`config.mk`:
```
export PLATFORM = sky130hd
export DESIGN_NAME = spd_eeprom_protect_and_read
export DESIGN_NICKNAME = d
export VERILOG_FILES = /design/src/spd_pkg.sv /design/src/spd_eeprom_protect_and_read.sv
export SDC_FILE = /design/constraint.sdc
export NUM_CORES = 2
export LEC_CHECK = 0
export BUFFER_PORTS_ARGS = -buffer_cell sky130_fd_sc_hd__buf_2
export CAP_MARGIN = 20
export CORE_ASPECT_RATIO = 1.75
export CORE_MARGIN = 5
export CORE_UTILIZATION = 39
export DETAILED_ROUTE_END_ITERATION = 10
export SLEW_MARGIN = 20
export SYNTH_ARGS = -nofsm -noshare
export SYNTH_HDL_FRONTEND = slang
export SYNTH_SLANG_ARGS = --single-unit
```
`constraint.sdc`:
```
create_clock -name clk -period 6.8 [get_ports clk]
set_input_delay 0.34 -clock clk [delete_from_list [all_inputs] [get_ports clk]]
set_output_delay 0.34 -clock clk [all_outputs]
set_load 0.03 [all_outputs]
```
`src/spd_pkg.sv`:
```
// Shared constants and types for the presence-detect memory slave
package spd_pkg;
   localparam int          CLK_HZ         = 25_000_000;
   localparam logic [3:0]  MEM_PREFIX     = 4'ha;
   localparam logic [3:0]  PROT_PREFIX    = 4'h6;
   localparam int          MEM_ADDR_W     = 8;
   localparam logic [7:0]  LOCK_LIMIT     = 8'h80;
   localparam logic [7:0]  ADDR_RST       = 8'h00;
   localparam longint      WRITE_CYCLE_NS = 64'd5_000_000;
   localparam int          WRITE_CYCLE_CYC =
      int'((WRITE_CYCLE_NS * CLK_HZ) / 64'd1_000_000_000);
   localparam int          BUF_DEPTH      = 2;

   typedef enum logic [2:0] {
      S_IDLE  = 3'b000,
      S_RX    = 3'b001,
      S_RXACK = 3'b010,
      S_TXLD  = 3'b011,
      S_TX    = 3'b100,
      S_TXACK = 3'b101
   } bus_st_t;

   typedef enum logic [2:0] {
      OP_NONE = 3'b000,
      OP_MEM  = 3'b001,
      OP_PERM = 3'b010,
      OP_RLCK = 3'b011,
      OP_RUNL = 3'b100
   } op_t;
endpackage

```
`src/spd_eeprom_protect_and_read.sv`:
```
// Two-wire slave: protection instructions and memory reads of a 256-byte store
`timescale 1ns/1ps

// How it works
// - Permanent lock blocks writes to bytes 0-127 forever.
// - Once permanently locked, every 0110b protection access is NACKed, no write cycle.
// - Reversible unlock clears a reversible lock.
// - Lock instructions carry address and data bytes whose contents are ignored.
// - Protected: writes to lower half ACK address bytes, NACK data, no cycle.
// - Ack and write-cycle pattern of lock instructions depends on protection state.
// - Queries use the same framing with read/write bit set.
// - Queries ACK the instruction byte per state; later bytes always NACKed.
// - Address counter points one past last byte accessed, wrapping at end.
// - Read address is ACKed on ninth clock, byte sent MSB first.
// - Dummy write of byte address loads the counter before a read.
// - Each master ACK yields the next byte, counter wrapping.
// - Prefix 1010b plus matching pins selects memory; 0110b selects protection.
// - No slave-address ACK during an internal write cycle.
// - Protection state is held for nonvolatile storage.
module spd_eeprom_protect_and_read
   import spd_pkg::*;
#(
   parameter int MEM_AW = MEM_ADDR_W,     // Memory address width
   parameter int WCYC   = WRITE_CYCLE_CYC // Internal write cycle, clocks
)(
   input  wire logic       clk,            // 25 MHz clock
   input  wire logic       rst_n,          // Sync reset, active low
   input  wire logic       ce,             // Clock enable
   input  wire logic       scl_i,          // Bus clock level
   output wire logic       scl_o,          // Bus clock drive value
   output wire logic       scl_oe,         // Stretch bus clock low
   input  wire logic       sda_i,          // Bus data level
   output wire logic       sda_o,          // Bus data drive value
   output wire logic       sda_oe,         // Pull bus data low
   input  wire logic [2:0] addr_sel,       // Address select pin levels
   input  wire logic       pin_overvoltage_level, // Overvoltage seen on addr_sel_0
   input  wire logic       nv_perm_i,      // Stored permanent lock bit
   input  wire logic       nv_rev_i,       // Stored reversible lock bit
   output logic            nv_perm_o,      // Permanent lock to store
   output logic            nv_rev_o,       // Reversible lock to store
   output wire logic       busy            // Internal write cycle running
);
   localparam int BW = $clog2(WCYC + 1);

   generate
      if (MEM_AW != 8 || WCYC < 1)
      begin : g_bad
         $error("Only 8-bit addressing and a nonzero write cycle are supported");
      end
   endgenerate

   function automatic op_t decode(input logic [6:0] a, input logic [2:0] pins,
                                  input logic ov);
      decode = OP_NONE;
      if (a[6:3] == MEM_PREFIX && a[2:0] == pins) decode = OP_MEM;
      else if (a[6:3] == PROT_PREFIX)
      begin
         if (!ov && a[2:0] == pins) decode = OP_PERM;
         else if (ov && !pins[2] && !a[2] && a[1] == pins[1])
            decode = pins[1] ? OP_RUNL : OP_RLCK;
      end
   endfunction

   logic [7:0]   mem_q [0:255];
   bus_st_t      st_q, st_d;
   logic [2:0]   bitc_q, bitc_d;
   logic [7:0]   sh_q, sh_d;
   logic         ack_q, ack_d, ackph_q, ackph_d, drv_q, drv_d, mack_q, mack_d;
   logic [1:0]   byte_q, byte_d;
   op_t          op_q, op_d;
   logic         rw_q, rw_d, pend_q, pend_d;
   logic [7:0]   waddr_q, waddr_d, wdata_q, wdata_d, addr_q, addr_d;
   logic [BW-1:0] bcnt_q, bcnt_d;
   logic         perm_q, perm_d, rev_q, rev_d, nvld_q;
   logic         scl_q, sda_q, mem_we, flush, pop;
   logic [7:0]   nb;
   op_t          dec_op;
   logic         scl_rise, scl_fall, start_c, stop_c;
   logic [7:0]   buf_q [0:1];
   logic [7:0]   buf_d [0:1];
   logic         wp_q, wp_d, rp_q, rp_d;
   logic [1:0]   cnt_q, cnt_d;
   logic [7:0]   fptr_q, fptr_d;
   logic         push_ready;

   assign scl_rise = scl_i & ~scl_q;
   assign scl_fall = ~scl_i & scl_q;
   assign start_c  = scl_i & scl_q & sda_q & ~sda_i;
   assign stop_c   = scl_i & scl_q & ~sda_q & sda_i;
   assign nb       = {sh_q[6:0], sda_i};
   assign dec_op   = decode(nb[7:1], addr_sel, pin_overvoltage_level);
   assign busy     = (bcnt_q != '0);
   assign sda_o    = 1'b0;
   assign sda_oe   = drv_q;
   assign scl_o    = 1'b0;
   // Stretching only while the buffer is dry keeps slow memories safe
   assign scl_oe   = (st_q == S_TXLD) && (cnt_q == 2'd0);
   assign push_ready = (cnt_q != 2'(BUF_DEPTH));
   assign nv_perm_o  = perm_q;
   assign nv_rev_o   = rev_q;

   always_comb
   begin
      st_d = st_q;  bitc_d = bitc_q;  sh_d = sh_q;  ack_d = ack_q;
      ackph_d = ackph_q;  drv_d = drv_q;  mack_d = mack_q;  byte_d = byte_q;
      op_d = op_q;  rw_d = rw_q;  pend_d = pend_q;  waddr_d = waddr_q;
      wdata_d = wdata_q;  addr_d = addr_q;  perm_d = perm_q;  rev_d = rev_q;
      bcnt_d = busy ? BW'(bcnt_q - 1'b1) : bcnt_q;
      mem_we = 1'b0;  flush = 1'b0;  pop = 1'b0;
      if (nvld_q)
      begin
         perm_d = nv_perm_i;
         rev_d  = nv_rev_i;
      end
      if (start_c)
      begin
         st_d = S_RX;  bitc_d = 3'd0;  byte_d = 2'd0;  drv_d = 1'b0;
         ackph_d = 1'b0;  pend_d = 1'b0;  flush = 1'b1;
      end
      else if (stop_c)
      begin
         st_d = S_IDLE;  drv_d = 1'b0;  pend_d = 1'b0;
         if (pend_q)
         begin
            unique case (op_q)
               OP_MEM:
               begin
                  mem_we = 1'b1;  addr_d = 8'(waddr_q + 8'd1);  flush = 1'b1;
                  bcnt_d = BW'(WCYC);
               end
               OP_PERM:
               begin
                  perm_d = 1'b1;  bcnt_d = BW'(WCYC);
               end
               OP_RLCK:
               begin
                  rev_d = 1'b1;  bcnt_d = BW'(WCYC);
               end
               OP_RUNL:
                  if (rev_q)
                  begin
                     rev_d = 1'b0;  bcnt_d = BW'(WCYC);
                  end
               OP_NONE: ;
            endcase
         end
      end
      else
      begin
         unique case (st_q)
            S_IDLE: ;
            S_RX:
               if (scl_rise)
               begin
                  sh_d = nb;  bitc_d = 3'(bitc_q + 3'd1);
                  if (bitc_q == 3'd7)
                  begin
                     st_d = S_RXACK;  ackph_d = 1'b0;
                     if (byte_q == 2'd0)
                     begin
                        op_d = dec_op;  rw_d = nb[0];
                        // Queries share the lock-state answer of the instructions
                        ack_d = !busy && (dec_op == OP_MEM ||
                                (dec_op != OP_NONE && !perm_q &&
                                 !(rev_q && dec_op == OP_RLCK)));
                     end
                     else if (byte_q == 2'd1)
                     begin
                        ack_d = 1'b1;
                        if (op_q == OP_MEM)
                        begin
                           waddr_d = nb;  addr_d = nb;  flush = 1'b1;
                        end
                     end
                     else if (byte_q == 2'd2 && op_q == OP_MEM)
                     begin
                        // Either lock guards the lower half by the stored byte address
                        ack_d = !((perm_q || rev_q) && waddr_q < LOCK_LIMIT);
                        pend_d = ack_d;
                        wdata_d = nb;
                     end
                     else
                     begin
                        ack_d = (byte_q == 2'd2);
                        pend_d = ack_d;
                     end
                  end
               end
            S_RXACK:
               if (scl_fall)
               begin
                  if (!ackph_q)
                  begin
                     ackph_d = 1'b1;  drv_d = ack_q;
                  end
                  else
                  begin
                     ackph_d = 1'b0;  drv_d = 1'b0;
                     byte_d = (byte_q == 2'd3) ? byte_q : 2'(byte_q + 2'd1);
                     if (!ack_q) st_d = S_IDLE;
                     else if (byte_q == 2'd0 && rw_q)
                        st_d = (op_q == OP_MEM) ? S_TXLD : S_IDLE;
                     else st_d = S_RX;
                  end
               end
            S_TXLD:
               if (cnt_q != 2'd0)
               begin
                  pop = 1'b1;  sh_d = buf_q[rp_q];  drv_d = ~buf_q[rp_q][7];
                  bitc_d = 3'd0;  st_d = S_TX;
                  addr_d = 8'(addr_q + 8'd1);
               end
            S_TX:
               if (scl_fall)
               begin
                  if (bitc_q == 3'd7)
                  begin
                     drv_d = 1'b0;  st_d = S_TXACK;
                  end
                  else
                  begin
                     sh_d = {sh_q[6:0], 1'b0};  drv_d = ~sh_q[6];
                     bitc_d = 3'(bitc_q + 3'd1);
                  end
               end
            S_TXACK:
            begin
               if (scl_rise) mack_d = ~sda_i;
               if (scl_fall) st_d = mack_q ? S_TXLD : S_IDLE;
            end
            default: st_d = S_IDLE;
         endcase
      end
   end

   always_ff @(posedge clk)
   begin
      if (!rst_n)
      begin
         st_q <= S_IDLE;  bitc_q <= 3'd0;  sh_q <= 8'h00;  ack_q <= 1'b0;
         ackph_q <= 1'b0;  drv_q <= 1'b0;  mack_q <= 1'b0;  byte_q <= 2'd0;
         op_q <= OP_NONE;  rw_q <= 1'b0;  pend_q <= 1'b0;  waddr_q <= 8'h00;
         wdata_q <= 8'h00;  addr_q <= ADDR_RST;  bcnt_q <= '0;
         perm_q <= 1'b0;  rev_q <= 1'b0;  nvld_q <= 1'b1;
         scl_q <= 1'b1;  sda_q <= 1'b1;
      end
      else if (ce)
      begin
         st_q <= st_d;  bitc_q <= bitc_d;  sh_q <= sh_d;  ack_q <= ack_d;
         ackph_q <= ackph_d;  drv_q <= drv_d;  mack_q <= mack_d;  byte_q <= byte_d;
         op_q <= op_d;  rw_q <= rw_d;  pend_q <= pend_d;  waddr_q <= waddr_d;
         wdata_q <= wdata_d;  addr_q <= addr_d;  bcnt_q <= bcnt_d;
         perm_q <= perm_d;  rev_q <= rev_d;  nvld_q <= 1'b0;
         scl_q <= scl_i;  sda_q <= sda_i;
      end
   end

   always_ff @(posedge clk)
   begin
      if (ce && mem_we) mem_q[waddr_q] <= wdata_q;
   end

   // Prefetch buffer between the array and the shifter
   always_comb
   begin
      buf_d = buf_q;  wp_d = wp_q;  rp_d = rp_q;  cnt_d = cnt_q;  fptr_d = fptr_q;
      if (flush)
      begin
         wp_d = 1'b0;  rp_d = 1'b0;  cnt_d = 2'd0;  fptr_d = addr_d;
      end
      else
      begin
         if (push_ready)
         begin
            buf_d[wp_q] = mem_q[fptr_q];  wp_d = ~wp_q;
            fptr_d = 8'(fptr_q + 8'd1);
         end
         if (pop) rp_d = ~rp_q;
         cnt_d = 2'(cnt_q + {1'b0, push_ready} - {1'b0, pop});
      end
   end

   always_ff @(posedge clk)
   begin
      if (!rst_n)
      begin
         wp_q <= 1'b0;  rp_q <= 1'b0;  cnt_q <= 2'd0;  fptr_q <= ADDR_RST;
         buf_q[0] <= 8'h00;  buf_q[1] <= 8'h00;
      end
      else if (ce)
      begin
         wp_q <= wp_d;  rp_q <= rp_d;  cnt_q <= cnt_d;  fptr_q <= fptr_d;
         buf_q <= buf_d;
      end
   end
endmodule

```
==> flow_metrics.env <==
export IMPL_status="finished, final reports clean"
export IMPL_clk_latency_ns=0.84
export IMPL_fin_nets=4539
export IMPL_setup_violations=0
export IMPL_cp_arrival_ns=5.52
export IMPL_fin_ws_ns=2.029
export IMPL_cts_sinks=2154
export IMPL_core_sq_um=218700
export IMPL_min_path_type="primary input to flop"
export IMPL_cts_setup_buffers=0
export IMPL_syn_area_sq_um=85680
export IMPL_relSlewSlack_pct=8.026
export IMPL_critPathKind="flop to flop"
export IMPL_synth_top_cell_area_share_pct=71.78
export IMPL_wl_per_cell_um=32.19
export IMPL_totalPowerFinal_mw=26.01
export IMPL_min_period_over_period_pct=70.17
export IMPL_ir_drop_v=0.0002049
export IMPL_vias=43990
export IMPL_synth_most_common_cell="edfxtp_1"
export IMPL_drt_iter0_markers=4453
export IMPL_clockRootBuffer="clkbuf_16"
export IMPL_area_growth_pct=10.58
export IMPL_die_area_sq_um=229500
export IMPL_p_per_area_nw_per_um2=274.6
export IMPL_drc=0
export IMPL_async_reset_ff_share_pct=0
export IMPL_postRouteAntennaNets=0
export IMPL_postSynthAreaPerCell_sq_um=19.18
export IMPL_grt_max_degree=197
export IMPL_r2r_cells=9
export IMPL_synth_distinct_cells=93
export IMPL_yosysWarningCount=0
export IMPL_avgViaCountPerCell=5.853
export IMPL_maxCapViolCount=0
export IMPL_fin_hold_ws_ns=0.08740
export IMPL_rsz0062_at_grt="no"
export IMPL_die_x_um=364.3
export IMPL_start_kind="flop"
export IMPL_power_leakage_nw=33.40
export IMPL_die_h_um=630.0
export IMPL_final_layout_size_suffix_gt1_share_pct=19.14
export IMPL_worstPathRequired_ns=7.55
export IMPL_worstPathMaxFanout=39
export IMPL_holdPathStages=6
export IMPL_cts_tree="built"
export IMPL_yosysTopAreaCell="edfxtp_1"
export IMPL_place_ws_ns=2.076
export IMPL_placementRows=227
export IMPL_fin_crit_ns=4.771
export IMPL_dpl_hpwl_um=156200
export IMPL_hold_buffers=9
export IMPL_cts_repair_resized=0
export IMPL_drtPass1Iterations=6
export IMPL_clockBufferDepth=4
export IMPL_fillers=18880
export IMPL_synth_edff_count=2048
export IMPL_io_pins=18
export IMPL_h_tree_depth=4
export IMPL_globalplace_congestion=0.9162
export IMPL_seq_area_frac_synth_pct=74.26
export IMPL_skew_ns=0.04875
export IMPL_antenna_found_initial=7
export IMPL_tightest_slew_ns=1.345
export IMPL_synthFlopType="edfxtp_1"
export IMPL_numCtsBuffers=185
export IMPL_grt_pass1_wl_um=342200
export IMPL_syn_inst=4466
export IMPL_start_util_pct=39.18
export IMPL_grt_pass1_vias=45390
export IMPL_synth_common_cells="edfxtp_1, mux4_2, nor2_1"
export IMPL_cp_end_kind="flop"
export IMPL_port_buffers=15
export IMPL_grt_ovfl_total=0
export IMPL_finalHoldViolCount=0
export IMPL_grt_usage_pct=20.84
export IMPL_drv_slew=0
export IMPL_max_freq_ghz=0.2096
export IMPL_finalWirelength_um=241900
export IMPL_synth_seq_cells=2154
export IMPL_clkTransAtPathRegs_ns=0.07
export IMPL_tns_ns=0
export IMPL_ys_top_cells_by_area="edfxtp_1, mux4_2, mux2i_1"
==> registers in the layout, indices dropped and copies added (netlist names), 2 cells and up, named ones only <==
name     count
byte_q       2
sh_q         7
buf_q       16
mem_q     2048
op_q         3
cnt_q        2
waddr_q      8
bcnt_q      17
wdata_q      8
st_q         3
bitc_q       3
fptr_q       8
addr_q       8
==> layer usage <==
layer	GRT usage, %	vias to the layer above	share of wire [%]
met2	37.96	1819	53
met5	0	-	0.011
li1	-	18360	-
met4	11.92	4	6.9
met3	3.028	541	6.0
met1	23.14	23270	34
==> metrics by stage <==
step	utilization, %	cell area, sq um	std cells
after floorplan	-	85680	4467
after global placement	40.55	88680	7173
after detailed placement	40.57	88730	7175
after CTS	43.28	94650	7510
after global routing	43.32	94740	7514
final	43.32	94740	7516
==> layout make-up <==
type / instances / area, sq um / area share [%]
sequential: 2154 / 63670 / 67.20
multi-input combinational: 2024 / 20370 / 21.50
clock buffer: 218 / 4817 / 5.084
tap: 2862 / 3581 / 3.780
timing repair buffer: 124 / 1194 / 1.260
clock inverter: 108 / 1018 / 1.075
inverter: 23 / 86.33 / 0.09112
antenna: 3 / 7.507 / 0.007924
==> where the power goes <==
part / switching [mW] / internal [mW]
logic: 0.713 / 0.410
clock network: 4.79 / 5.70
registers: 0.0756 / 14.3
total: 5.58 / 20.4
==> cells in the final DEF (no fill, tap or decap), drive strengths merged, types with 27 or more instances in the layout <==
cell type,Yosys,routed
clkinv,0,71
dfxtp,106,106
nand2,113,113
o22ai,45,45
a21oi,89,89
mux4,446,446
nor2b,57,57
a221oi,36,36
edfxtp,2048,2048
mux2,39,39
inv,23,27
a211oi,36,36
nor3,55,55
nor2,380,380
mux2i,221,221
nand3,41,41
buf,165,115
a22oi,73,73
clkbuf,101,218
o21ai,83,83
==> critical path, cell delays in order (launching register included) <==
cell and delay (ns):
dfxtp_4 0.58, buf_4 0.37, buf_4 0.65, nor2b_2 0.76, buf_4 0.36, a22oi_1 0.13
a21oi_1 0.60, a2111oi_0 0.25, a22oi_1 0.66, a32o_1 0.26
==> kinds of logic after synthesis <==
kind of cell | Yosys count | synth area share (%)
flip-flops | 2154 | 74.26
AND/OR/NAND/NOR | 769 | 4.194
AO/OA/AOI/OAI | 507 | 4.105
buffers and inverters | 289 | 2.027
multiplexers | 706 | 14.93
XOR/XNOR | 24 | 0.2453
other | 1 | 0.004377
adder cells (fa/ha/maj) | 16 | 0.2337
==> path summary, 6_finish.rpt <==
path	startpoint	end	slack [ns]
worst min-delay path	addr_sel[2]	op_q[2]	0.09
worst max-delay path	flop	buf_q[15]	2.03
worst max register to register	flop	buf_q[15]	2.03
worst min register to register	buf_q[0]	buf_q[0]	0.46
(Power assumes the default switching activity.)
